File: src/hdl/spc_pkg.sv
// spc_pkg: constants and types of the strap configuration decoder
// ----------------------------------------------------------------
// ----------------------------------------------------------------
package spc_pkg;
	// strap geometry
	localparam int SPC_PINS = 8;
	localparam int SPC_CODE_W = 4;
	localparam int BIT_TIE = 3;
	localparam int BIT_COMB = 2;
	localparam int PIN_MEDIA2 = 5;
	localparam int PIN_MEDIA1 = 4;
	localparam int PIN_MEDIA0 = 3;
	localparam int PIN_RATE = 4;
	localparam int PIN_REV = 2;
	localparam int PIN_ADDR4 = 1;
	localparam int PIN_ADDR3 = 0;
	// register byte offsets
	localparam int SPC_AW = 8;
	localparam logic [7:0] OFF_MEDIA = 8'h00;
	localparam logic [7:0] OFF_LED_CFG = 8'h04;
	localparam logic [7:0] OFF_LED_FUNC = 8'h08;
	localparam logic [7:0] OFF_ADDR = 8'h0C;
	localparam logic [7:0] OFF_RAW = 8'h10;
	// field positions
	localparam int MEDIA_AMS_BIT = 4;
	localparam int MEDIA_RSV_BIT = 5;
	localparam int LCFG_FC_BIT = 15;
	localparam int LCFG_RATE_LSB = 10;
	localparam int LFUNC_W = 4;
	localparam int ADDR_REV_BIT = 2;
	// media codes
	localparam logic [2:0] MEDIA_COPPER = 3'h0;
	localparam logic [2:0] MEDIA_SERDES = 3'h1;
	localparam logic [2:0] MEDIA_FIBER = 3'h2;
	localparam logic [2:0] MEDIA_AMS_SERDES = 3'h5;
	localparam logic [2:0] MEDIA_AMS_FIBER = 3'h6;
	// timing: millisecond tick, stretch per rate code, blink half is half of it
	localparam int CLK_PERIOD_PS = 10000;
	localparam longint TICK_PS = 64'd1000000000;
	localparam int TICK_CYC = int'(TICK_PS / CLK_PERIOD_PS);
	localparam int MS_W = 9;
	localparam logic [MS_W-1:0] STRETCH_MS [4] = '{9'h190, 9'h0C8, 9'h064, 9'h032};
	// link state seen by the indicator logic
	typedef struct packed {
		logic link10;
		logic link100;
		logic gigabitLinkState;
		logic fiberLink;
		logic activity;
		logic fiberActivity;
		logic fullDuplex;
		logic collision;
	} spc_linkStatus_type;
	typedef struct packed {
		logic [2:0] mediaSel;
		logic autoMedia;
		logic mediaReserved;
	} spc_media_type;
	typedef enum logic [1:0] {ST_SAMPLE = 2'b01, ST_RUN = 2'b10} spc_state_type;
endpackage

File: src/hdl/spc_strap_decoder.sv
// spc_strap_decoder: strap capture, config registers on AHB-Lite, indicators
//
// Our own choices: the register offsets and register access over AHB-Lite.
`timescale 1ns/1ps
module spc_strap_decoder import spc_pkg::*; #(
	parameter int TICK_CYCLES = TICK_CYC // cycles per millisecond tick
) (
	input wire logic sys_clk, // 100 MHz clock
	input wire logic nrst, // async reset, active low
	input wire logic [SPC_PINS-1:0][SPC_CODE_W-1:0] config_strap_pins, // decoded strap codes
	input wire logic hsel, // ahb select
	input wire logic [31:0] haddr, // ahb address
	input wire logic [1:0] htrans, // ahb transfer type
	input wire logic hwrite, // ahb write
	input wire logic [2:0] hsize, // ahb size
	input wire logic [31:0] hwdata, // ahb write data
	input wire logic hready, // ahb bus ready
	output logic hreadyout, // ahb slave ready
	output logic hresp, // ahb response, always okay
	output logic [31:0] hrdata, // ahb read data
	input wire spc_linkStatus_type linkStatus, // port link state
	input wire logic [4:0] mgmtAddr, // management station address
	output logic addrHit, // address belongs to this device
	output logic [2:0] addrPort, // port for that address
	output spc_media_type mediaCfg, // media interface selection
	output logic [1:0] stationAddrUpperBits, // strapped address bits 4:3
	output logic portOrderReversal, // strapped reversal
	output logic indicatorA, // indicator a drive
	output logic indicatorB, // indicator b drive
	output logic indicatorC, // indicator c drive
	output logic indicatorD // indicator d drive
);
	// elaboration check: the millisecond divider below is only 24 bits wide
	if (TICK_CYCLES < 1 || TICK_CYCLES > 2**24) begin : g_tickCheck
		$error("TICK_CYCLES out of range");
	end

	// ------------------------------------------------------------
	// configuration registers
	// ------------------------------------------------------------
	spc_state_type stateQ, stateD;
	logic [2:0] mediaSelQ, mediaSelD;
	logic [15:0] ledCfgQ, ledCfgD;
	logic [15:0] ledFuncQ, ledFuncD;
	logic [1:0] addrUpQ, addrUpD;
	logic revQ, revD;
	logic [31:0] rawQ, rawD;
	logic wrPendQ, wrPendD;
	logic [SPC_AW-1:0] addrQ, addrD;
	logic take;

	// address phase taken only once straps are loaded
	assign take = hsel & htrans[1] & hready & (stateQ == ST_RUN);

	// strap load on first edge after reset release, then bus writes
	always_comb begin
		stateD = stateQ;
		mediaSelD = mediaSelQ;
		ledCfgD = ledCfgQ;
		ledFuncD = ledFuncQ;
		addrUpD = addrUpQ;
		revD = revQ;
		rawD = rawQ;
		wrPendD = take & hwrite;
		addrD = take ? haddr[SPC_AW-1:0] : addrQ;
		unique case (stateQ)
			ST_SAMPLE: begin
				stateD = ST_RUN;
				rawD = config_strap_pins;
				mediaSelD = {config_strap_pins[PIN_MEDIA2][BIT_TIE],
					config_strap_pins[PIN_MEDIA1][BIT_TIE],
					config_strap_pins[PIN_MEDIA0][BIT_TIE]};
				ledCfgD = '0;
				ledCfgD[LCFG_FC_BIT] = config_strap_pins[PIN_RATE][BIT_COMB];
				ledCfgD[LCFG_RATE_LSB +: 2] = config_strap_pins[PIN_RATE][1:0];
				ledFuncD = '0;
				for (int i = 0; i < 4; i++) begin
					ledCfgD[i] = config_strap_pins[i][BIT_COMB];
					ledFuncD[i*LFUNC_W +: 2] = config_strap_pins[i][1:0];
				end
				addrUpD = {config_strap_pins[PIN_ADDR4][BIT_TIE],
					config_strap_pins[PIN_ADDR3][BIT_TIE]};
				revD = config_strap_pins[PIN_REV][BIT_TIE];
			end
			ST_RUN: begin
				// address bits and reversal are strap only, never written
				if (wrPendQ) begin
					unique case (addrQ)
						OFF_MEDIA: mediaSelD = hwdata[2:0];
						OFF_LED_CFG: ledCfgD = hwdata[15:0];
						OFF_LED_FUNC: ledFuncD = hwdata[15:0];
						default: ;
					endcase
				end
			end
			default: stateD = ST_SAMPLE;
		endcase
	end

	always_ff @(posedge sys_clk or negedge nrst) begin
		if (!nrst) begin
			stateQ <= ST_SAMPLE;
			mediaSelQ <= MEDIA_COPPER;
			ledCfgQ <= '0;
			ledFuncQ <= '0;
			addrUpQ <= '0;
			revQ <= 1'b0;
			rawQ <= '0;
			wrPendQ <= 1'b0;
			addrQ <= '0;
		end else begin
			stateQ <= stateD;
			mediaSelQ <= mediaSelD;
			ledCfgQ <= ledCfgD;
			ledFuncQ <= ledFuncD;
			addrUpQ <= addrUpD;
			revQ <= revD;
			rawQ <= rawD;
			wrPendQ <= wrPendD;
			addrQ <= addrD;
		end
	end

	// ------------------------------------------------------------
	// bus answers and configuration outputs
	// ------------------------------------------------------------
	// zero wait once loaded; held low while straps are being taken
	assign hreadyout = (stateQ == ST_RUN);
	assign hresp = 1'b0;

	// read mux of flops; unmapped offsets read zero
	always_comb begin
		hrdata = '0;
		unique case (addrQ)
			OFF_MEDIA: begin
				hrdata[2:0] = mediaSelQ;
				hrdata[MEDIA_AMS_BIT] = mediaCfg.autoMedia;
				hrdata[MEDIA_RSV_BIT] = mediaCfg.mediaReserved;
			end
			OFF_LED_CFG: hrdata[15:0] = ledCfgQ;
			OFF_LED_FUNC: hrdata[15:0] = ledFuncQ;
			OFF_ADDR: hrdata[ADDR_REV_BIT:0] = {revQ, addrUpQ};
			OFF_RAW: hrdata = rawQ;
			default: ;
		endcase
	end

	// media decode, reserved codes flagged and passed through unchanged
	always_comb begin
		mediaCfg.mediaSel = mediaSelQ;
		mediaCfg.autoMedia = (mediaSelQ == MEDIA_AMS_SERDES) ||
			(mediaSelQ == MEDIA_AMS_FIBER);
		mediaCfg.mediaReserved = !(mediaCfg.autoMedia || mediaSelQ == MEDIA_COPPER ||
			mediaSelQ == MEDIA_SERDES || mediaSelQ == MEDIA_FIBER);
	end
	assign stationAddrUpperBits = addrUpQ;
	assign portOrderReversal = revQ;

	// ------------------------------------------------------------
	// address to port mapping
	// ------------------------------------------------------------
	logic addrHitQ, addrHitD;
	logic [2:0] addrPortQ, addrPortD;
	always_comb begin
		addrHitD = (mgmtAddr[4:3] == addrUpQ);
		addrPortD = revQ ? ~mgmtAddr[2:0] : mgmtAddr[2:0];
	end
	always_ff @(posedge sys_clk or negedge nrst) begin
		if (!nrst) begin
			addrHitQ <= 1'b0;
			addrPortQ <= '0;
		end else begin
			addrHitQ <= addrHitD;
			addrPortQ <= addrPortD;
		end
	end
	assign addrHit = addrHitQ;
	assign addrPort = addrPortQ;

	// ------------------------------------------------------------
	// blink and pulse stretch timing
	// ------------------------------------------------------------
	logic [23:0] tickCntQ, tickCntD;
	logic msTick;
	logic [MS_W-1:0] blinkCntQ, blinkCntD, stretchMs;
	logic blinkQ, blinkD;
	logic [MS_W-1:0] holdQ [2];
	logic [MS_W-1:0] holdD [2];
	logic [1:0] actIn, actS;

	assign msTick = (tickCntQ == 24'(TICK_CYCLES - 1));
	assign stretchMs = STRETCH_MS[ledCfgQ[LCFG_RATE_LSB +: 2]];
	assign actIn = {linkStatus.fiberActivity, linkStatus.activity};

	// activity is held for the stretch time; blink half period is half of it
	always_comb begin
		tickCntD = msTick ? '0 : tickCntQ + 24'h000001;
		blinkCntD = blinkCntQ;
		blinkD = blinkQ;
		if (msTick) begin
			if (blinkCntQ >= (stretchMs >> 1) - 9'h001) begin
				blinkCntD = '0;
				blinkD = ~blinkQ;
			end else begin
				blinkCntD = blinkCntQ + 9'h001;
			end
		end
		for (int i = 0; i < 2; i++) begin
			actS[i] = actIn[i] | (holdQ[i] != '0);
			if (actIn[i]) begin
				holdD[i] = stretchMs;
			end else if (msTick && holdQ[i] != '0) begin
				holdD[i] = holdQ[i] - 9'h001;
			end else begin
				holdD[i] = holdQ[i];
			end
		end
	end

	always_ff @(posedge sys_clk or negedge nrst) begin
		if (!nrst) begin
			tickCntQ <= '0;
			blinkCntQ <= '0;
			blinkQ <= 1'b0;
			holdQ <= '{default: '0};
		end else begin
			tickCntQ <= tickCntD;
			blinkCntQ <= blinkCntD;
			blinkQ <= blinkD;
			holdQ <= holdD;
		end
	end

	// ------------------------------------------------------------
	// indicator functions
	// ------------------------------------------------------------
	// returns {status level, blink event}; codes above 3 are register-only and dark
	function automatic logic [1:0] spc_ledSel(input logic [1:0] idx, input logic [3:0] code,
		input logic [7:0] t);
		// t: fib1000,l100g,l10_100,anyLink,act,fibLnk,fibAct,l100 packed with events
		logic [1:0] r;
		r = 2'b00;
		if (code[3:2] == 2'b00) begin
			unique case ({idx, code[1:0]})
				4'h0: r = {t[7], t[3]}; // gigabit or fiber link, activity
				4'h1: r = {t[6], t[3]};
				4'h2: r = {t[3], t[3]}; // activity only
				4'h3: r = {t[4], t[3]}; // any link
				4'h4: r = {t[0], t[3]}; // 100 link
				4'h5: r = {t[6], t[3]};
				4'h6: r = {t[5], t[3]};
				4'h7: r = {t[2], t[1]}; // fiber link, fiber activity
				4'h8: r = {t[4], t[3]};
				4'h9: r = {2'b00}; // duplex filled in by caller
				4'hA: r = {t[1], t[1]}; // fiber activity only
				4'hB: r = {1'b0, t[3]}; // 10 link filled in by caller
				4'hC: r = 2'b00; // duplex filled in by caller
				4'hD: r = {t[0], t[3]};
				4'hE: r = {t[3], t[3]};
				4'hF: r = {t[2], t[1]};
			endcase
		end
		return r;
	endfunction

	logic [7:0] terms;
	logic [3:0] ledD, ledQ;
	logic fib, linkAny, actAny;
	always_comb begin
		fib = ~ledCfgQ[LCFG_FC_BIT] & linkStatus.fiberLink;
		linkAny = linkStatus.link10 | linkStatus.link100 | linkStatus.gigabitLinkState | fib;
		actAny = actS[0] | (~ledCfgQ[LCFG_FC_BIT] & actS[1]);
		terms = {linkStatus.gigabitLinkState | fib,
			linkStatus.link100 | linkStatus.gigabitLinkState | fib,
			linkStatus.link10 | linkStatus.link100, linkAny, actAny,
			linkStatus.fiberLink, actS[1], linkStatus.link100};
		for (int i = 0; i < 4; i++) begin
			logic [1:0] sel;
			logic [3:0] code;
			sel = 2'b00;
			code = ledFuncQ[i*LFUNC_W +: LFUNC_W];
			sel = spc_ledSel(2'(i), code, terms);
			if (code == 4'h0 && i == 3 || code == 4'h1 && i == 2) begin
				sel = {linkStatus.fullDuplex, linkStatus.collision};
			end
			if (code == 4'h3 && i == 2) begin
				sel[1] = linkStatus.link10;
			end
			// steady when combine bit set, else blink during the event
			ledD[i] = sel[1] & (ledCfgQ[i] | ~sel[0] | blinkQ);
		end
	end

	always_ff @(posedge sys_clk or negedge nrst) begin
		if (!nrst) begin
			ledQ <= '0;
		end else begin
			ledQ <= ledD;
		end
	end
	assign {indicatorD, indicatorC, indicatorB, indicatorA} = ledQ;
endmodule

File: config.mk
export PLATFORM = sky130hd
export DESIGN_NAME = spc_strap_decoder
export DESIGN_NICKNAME = d
export VERILOG_FILES = /design/src/hdl/spc_pkg.sv /design/src/hdl/spc_strap_decoder.sv
export SDC_FILE = /design/constraint.sdc
export NUM_CORES = 1
export LEC_CHECK = 0
export ABC_AREA = 1
export BUFFER_PORTS_ARGS = -buffer_cell sky130_fd_sc_hd__buf_4
export CAP_MARGIN = 10
export CORE_UTILIZATION = 53
export DETAILED_ROUTE_END_ITERATION = 8
export MAX_ROUTING_LAYER = met4
export PLACE_DENSITY = 0.78
export SYNTH_ARGS = -nofsm -noshare
export SYNTH_HDL_FRONTEND = slang
export SYNTH_SLANG_ARGS = --single-unit
File: constraint.sdc
create_clock -name sys_clk -period 6.39 [get_ports sys_clk]
set_clock_uncertainty 0.05 [all_clocks]
set_input_delay 0.3195 -clock sys_clk [delete_from_list [all_inputs] [get_ports sys_clk]]
set_output_delay 0.3195 -clock sys_clk [all_outputs]
set_load 0.01 [all_outputs]
Yosys cells after proc, flatten, opt, wreduce, memory -nomap -nowiden
Index checks and enable logic that the tools add are counted. Widths: inputs -> output; s select.

Register bits: 141. Latch bits: 0. RAM bits: 0. Bits in read-only memories: 0. Input bits: 119. Output and inout bits: 50. Memories: 0.

Add/subtract/negate cells: 5. $mul: 0. Divide/modulo/power cells: 0. Order comparisons: 2. Eq/ne operators: 30. Shift-type cells: 0. Multiplexer cells: 36. Bitwise logic cells: 35. Reduce and logical (&&, ||, !) cells: 27.

Operators by type and width (number): $mux 16 (5); $pmux 16 s2 (2); $mux 9 (7); $pmux 2 s4 (5); $pmux 10 s3 (1); $add 24x1->24 const B (1); $eq 24x17->1 const B (1); $mux 24 (1); $bmux 9 s2 (1); $eq 2x2->1 const B (9); $reduce_bool 9->1 (2); $sub 9x1->9 const B (2); $or 1x1->1 (17); $eq 8x4->1 const B (2); $logic_not 2->1 (8); $pmux 3 s5 (1); $mux 2 (6); $and 1x1->1 (10); $eq 2x1->1 const B (5); $add 9x1->9 const B (1); $ge 9x9->1 (1); $mux 3 (3); $reduce_and 3->1 (3); $sub 8x1->9 const B (1); 25 further kinds (40).

Longest topological paths before layout
Depth after elaboration: 11. Gate-level depth with buffers: 12. Mapped depth without buffers: 11.

Worst setup path after synthesis
OpenSTA, ideal clock, no wires.

Kind: register to register. Start: reg ledCfgQ[11]. End: reg blinkCntQ[2]. Setup time: 0.120 ns. Data arrival time: 1.830 ns. Required time: 6.220 ns. Setup slack: 4.390 ns. Stages on the path, launching flop included: 12. Period minus slack after synthesis: 2.000 ns. Path through: dfrtp_1 > inv_1 > ha_1 > inv_1 > ha_1 > nand2_1 > nor2_1 > nand3b_1 > nand4_1 > nand2_1 > inv_1 > nor2_1.

Cells in the longest elaborated chain, start to end: 7.

RTL lines: start: declaration (line spc_strap_decoder.sv:43) `logic [15:0] ledCfgQ, ledCfgD;`; start signal: assignment (line spc_strap_decoder.sv:114) `ledCfgQ <= ledCfgD;`; $not 2->3 (not written as such) (line spc_strap_decoder.sv:192) `assign stretchMs = STRETCH_MS[ledCfgQ[LCFG_RATE_LSB +: 2]];`; $bmux 9 s2 (line spc_strap_decoder.sv:192); $mux 9 (not written as such) (2 in a row) (line spc_strap_decoder.sv:192); $sub 8x1->9 (line spc_strap_decoder.sv:201) `if (blinkCntQ >= (stretchMs >> 1) - 9'h001) begin`; $ge 9x9->1 (line spc_strap_decoder.sv:201); $mux 9 (line spc_strap_decoder.sv:201); end signal: assignment (line spc_strap_decoder.sv:228) `blinkCntQ <= blinkCntD;`; end: declaration (line spc_strap_decoder.sv:185) `logic [MS_W-1:0] blinkCntQ, blinkCntD, stretchMs;`.

No other way between the ends. The select of a mux whose other input is x is not followed. A chain may end at the register's enable or synchronous reset.

Worst setup path after layout
Start: reg stateQ[0]. End: reg ledFuncQ[15].

Cells in the longest elaborated chain, start to end: 3. Elaborated cells between the ends (all ways): 7. Classes of those cells: 4 x eq/ne; 1 x mux; 2 x reduce/logical.

RTL lines: start: declaration (line spc_strap_decoder.sv:41) `spc_state_type stateQ, stateD;`; start signal: assignment (line spc_strap_decoder.sv:112) `stateQ <= stateD;`; $eq 2x2->1 / $eq 2x1->1 (equally long branches) (line spc_strap_decoder.sv:66) `unique case (stateQ)`; $ne 2x1->1 (no source line) / $reduce_bool 2->1 (equally long branches); $reduce_and 3->1 (no source line); end signal: assignment (line spc_strap_decoder.sv:115) `ledFuncQ <= ledFuncD;`; end: declaration (line spc_strap_decoder.sv:44) `logic [15:0] ledFuncQ, ledFuncD;`.

Parallel ways exist; a longest one is shown, timed or not.

==> results list <==
- Status: completed
- TritonCTS built the clock tree.
- In this run the worst setup path terminates at ledFuncQ[15].
- Post_cts resized: 0
- Number of max-slew violations in the final report: 0
* Unrepaired setup endpoints after global routing: false
* Clock buffer count from CTS: 17
* Number of nets in the synthesized netlist: 1157
- Placed wire-length estimate: 13980 um
- Cells fill 66.40% of the core in the end.
- CP Depth: 10
- In this run the tool buffered the top-level ports with 123 buffer cells.
- Derived from the worst setup path, the maximum achievable clock frequency is 0.3265 GHz.
* Average vias per placed instance: 5.339
* Area of the core: 0.01410 mm^2
* Crit path kind: reg -> reg
- Cell chain of the critical path: inv_1 -> ha_1 -> inv_2 -> nor2_1 -> nor2_1 -> inv_2 -> a21oi_4 -> inv_2 -> nand2_1 -> o21ai_2
- Number of antenna diodes: 0
- Number of routed nets with antenna violations: 0
- For this configuration, the core starts out at a cell density of 54.99%.
- The path class of the tightest hold or removal check is in -> reg.
* Initial DRC count: 417
- Across the VDD grid, the largest voltage drop is 0.1723 mV.
- The number of antenna violations at the first check in global routing is 0.
- In this run the worst path has a maximum fanout of 25.
- Post-CTS Hold Buffers: 1
- From left edge to right edge, the die measures 122.9 um.
* Total I/O pin count: 169
* Final standard cell count with taps included and fillers excluded: 1325
- Buffers inserted by post-CTS timing repair: 0
- The number of hold violations in the final report is 0.
- Synth-to-Final Area Change: 20.76%
- Summing the sequential cell areas from Yosys gives 44.57% of the chip area.
- The worst setup path is captured at a flop.
* Max Cap Violations: 0
* Final routed DRC violation total: 0
- For this design the ratio of total power to cell area is 246.6 mW/mm^2.
* Gr ovfl total: 0
* Crit path time final: 3063 ps
- CP top delay family: buffers and inverters
* Number of vias after detailed routing: 7074
* First-pass detailed-route iteration total: 6
- The cell area that synthesis handed to floorplanning was 0.007751 mm^2.
* Max stage delay on crit path: 590 ps
- Number of standard cells after synthesis: 1015
* Tightest slew margin relative to the limit: 22.92%
- Commonest cells after routing, fill and taps aside: 277 x nand2_1, 146 x inv_1, 137 x dfrtp_1
- Worst Path Arrival: 3310 ps
* Total of warnings raised by yosys: 0
- Detailed routing placed a total of 9209 um of wire on met2.
* Met3 Wirelength: 1067 um
- Endpoint required time on the critical path: 6640 ps
- The first global-routing pass estimated 31600 um of wire.
- The library cell used most frequently in the layout, excluding fill and tap cells, is nand2_1.
* Worst slew pin tran: 1156 ps
* Synth cell types: 41
- The final layout contains 1274 nets.
- Cell repeated most along the worst path: inv_2
- Flops & latches, synth: 138
- Buffer levels on the longest clock path: 2
- Post-layout total power: 0.002309 W
* Worst setup path startpoint: stateQ[0]
- Post-synthesis area per instance: 7.637 um^2
- Counting every sink on the clock net gives 138.
- Post-route met1 wirelength: 8779 um
- Vias in the first global route: 6676
- Die area: 0.01511 mm^2
* Reg-to-Reg End: ledFuncQ[15]
- The final layout contains routed wiring with a total length of 19460 um.
- For the final routed database, the setup TNS stands at 0 ps.
* Worst-skew pair later-pin latency: 420 ps
- DR WL/cell: 14.69 um
* Number of setup violations in the final report: 0
* Total routing usage reported by global routing: 28.06%
- The layout has 1193 filler cells.
- Static leakage: 4.721 nW
* Share of layout cells above drive strength 1: 17.55%
- Core Rows: 43
- In this run, synthesis inferred 0 flip-flops with an integrated enable.
- CTS placed an instance of clkbuf_16 at the clock tree root.
* Worst path buffer plus inverter count: 4
- Uppermost metal layer occupied by signal nets: met4
- R2r startpoint: stateQ[0]
* Instance count after placement with tap cells included: 1292
- Clock-pin slew was measured on the worst setup and hold paths at 60 ps.
* Cell count of the worst reg-to-reg path: 10
- Worst R2R Setup Slack: 3330 ps
- Counting flops with an async set or reset pin after synthesis yields a share of 100.0%.
- The final critical path takes up 47.94% of the cycle.
- In this run the number of H-tree levels came out at 4.
- At the end of routability-driven placement, the weighted congestion stood at 0.8848.
* DIE HEIGHT: 122.9 um
- In the synthesized netlist the dominant register cell turns out to be dfrtp_1.
- STA classifies the critical path startpoint as a flop.
- Pin count of the biggest net entering global routing: 85
* Slowest cell on the critical path: ha_1
per-layer routing:
metal / vias up / GRT usage (%)
met5: - / -
li1: 3472 / -
met1: 3334 / 35.76
met4: 0 / 9.832
met3: 37 / 5.627
met2: 231 / 44.59
cell usage after synthesis, types with 2 or more instances:
library cell  count  area share (%)
nor3_1           16             1.0
nand3b_1          4            0.39
a21oi_4           2            0.42
clkbuf_1         14            0.68
nor4_1            2            0.16
a21oi_1          22             1.4
o21ai_2          19             2.1
xnor2_1           9             1.0
dfrtp_1         137              44
o21a_1            2            0.19
buf_4             4            0.39
buf_2             3            0.19
o221ai_1         10             1.1
inv_2             7            0.34
nand4_1          28             2.3
nand3_2           2            0.26
conb_1            2           0.097
ha_1             23             3.7
a31oi_1          18             1.5
nand2_2           5            0.40
o21ai_0          76             4.9
xor2_1           21             2.4
o211ai_1          3            0.29
nand2_1         277              13
buf_6             5            0.73
inv_1           146             7.1
or2_2             3            0.24
nor2_1          107             5.2
nor2_2            2            0.16
nand3_1          35             2.3
final cells by class:
type | instances | area, um^2 | share of cell area (%)
sequential | 138 | 3455 | 36.91
tap | 180 | 225.2 | 2.406
inverter | 155 | 584.3 | 6.242
timing repair buffer | 126 | 952.2 | 10.17
multi-input combinational | 694 | 3542 | 37.84
clock inverter | 13 | 168.9 | 1.805
clock buffer | 19 | 432.9 | 4.625
sequential cells by signal, summed over array words and instances, names as in the netlist, 2 cells and up:
| signal | count |
|---|---|
| holdQ | 18 |
| ledCfgQ | 16 |
| addrPort | 3 |
| tickCntQ | 24 |
| blinkCntQ | 9 |
| ledFuncQ | 16 |
| stateQ | 2 |
| mediaSelQ | 3 |
| addrQ | 8 |
| ledQ | 4 |
| rawQ | 31 |
kinds of logic (layout without fill, tap and decap cells):
| logic type | Yosys count | count (layout) | share of synthesized area (%) |
|---|---|---|---|
| AO/OA/AOI/OAI | 156 | 156 | 12.43 |
| XOR/XNOR | 30 | 30 | 3.390 |
| adder cells (fa/ha/maj) | 23 | 23 | 3.713 |
| buffers and inverters | 183 | 313 | 9.766 |
| flip-flops | 138 | 138 | 44.57 |
| other | 2 | 2 | 0.09689 |
| AND/OR/NAND/NOR | 483 | 483 | 26.04 |
power by group:
part / internal, W / leakage [nW] / switching, W
clock: 0.000618 / 0.281 / 0.000393
combinational: 0.000133 / 2.75 / 0.000191
sequential: 0.000932 / 1.69 / 0.0000418
total: 0.00168 / 4.72 / 0.000626
through the flow:
stage          cell area (um^2)  hold slack, ps  setup slack, ps
6_report                   9360           28.08             3327
5_1_grt                    9360           11.72             3139
4_1_cts                    9360           18.13             3319
3_5_place_dp               8748           380.9             3363
3_3_place_gp               8748           367.0             3406
2_1_floorplan              7751          -26.09             4390
worst min-delay path by stage:
| stage | cells after the start | from | end | slack, ps |
|---|---|---|---|---|
| finish | 2 | mgmtAddr[0] | addrPort[0] | 30 |
| global route | 2 | mgmtAddr[0] | addrPort[0] | 10 |
| CTS | 2 | mgmtAddr[0] | addrPort[0] | 20 |
| detailed placement | 1 | nrst | tickCntQ[20] | 380 |
| global placement | 1 | nrst | tickCntQ[19] | 370 |
| floorplan | 0 | nrst | addrHit | -30 |
No activity file was read; power rests on OpenSTA's default activity.
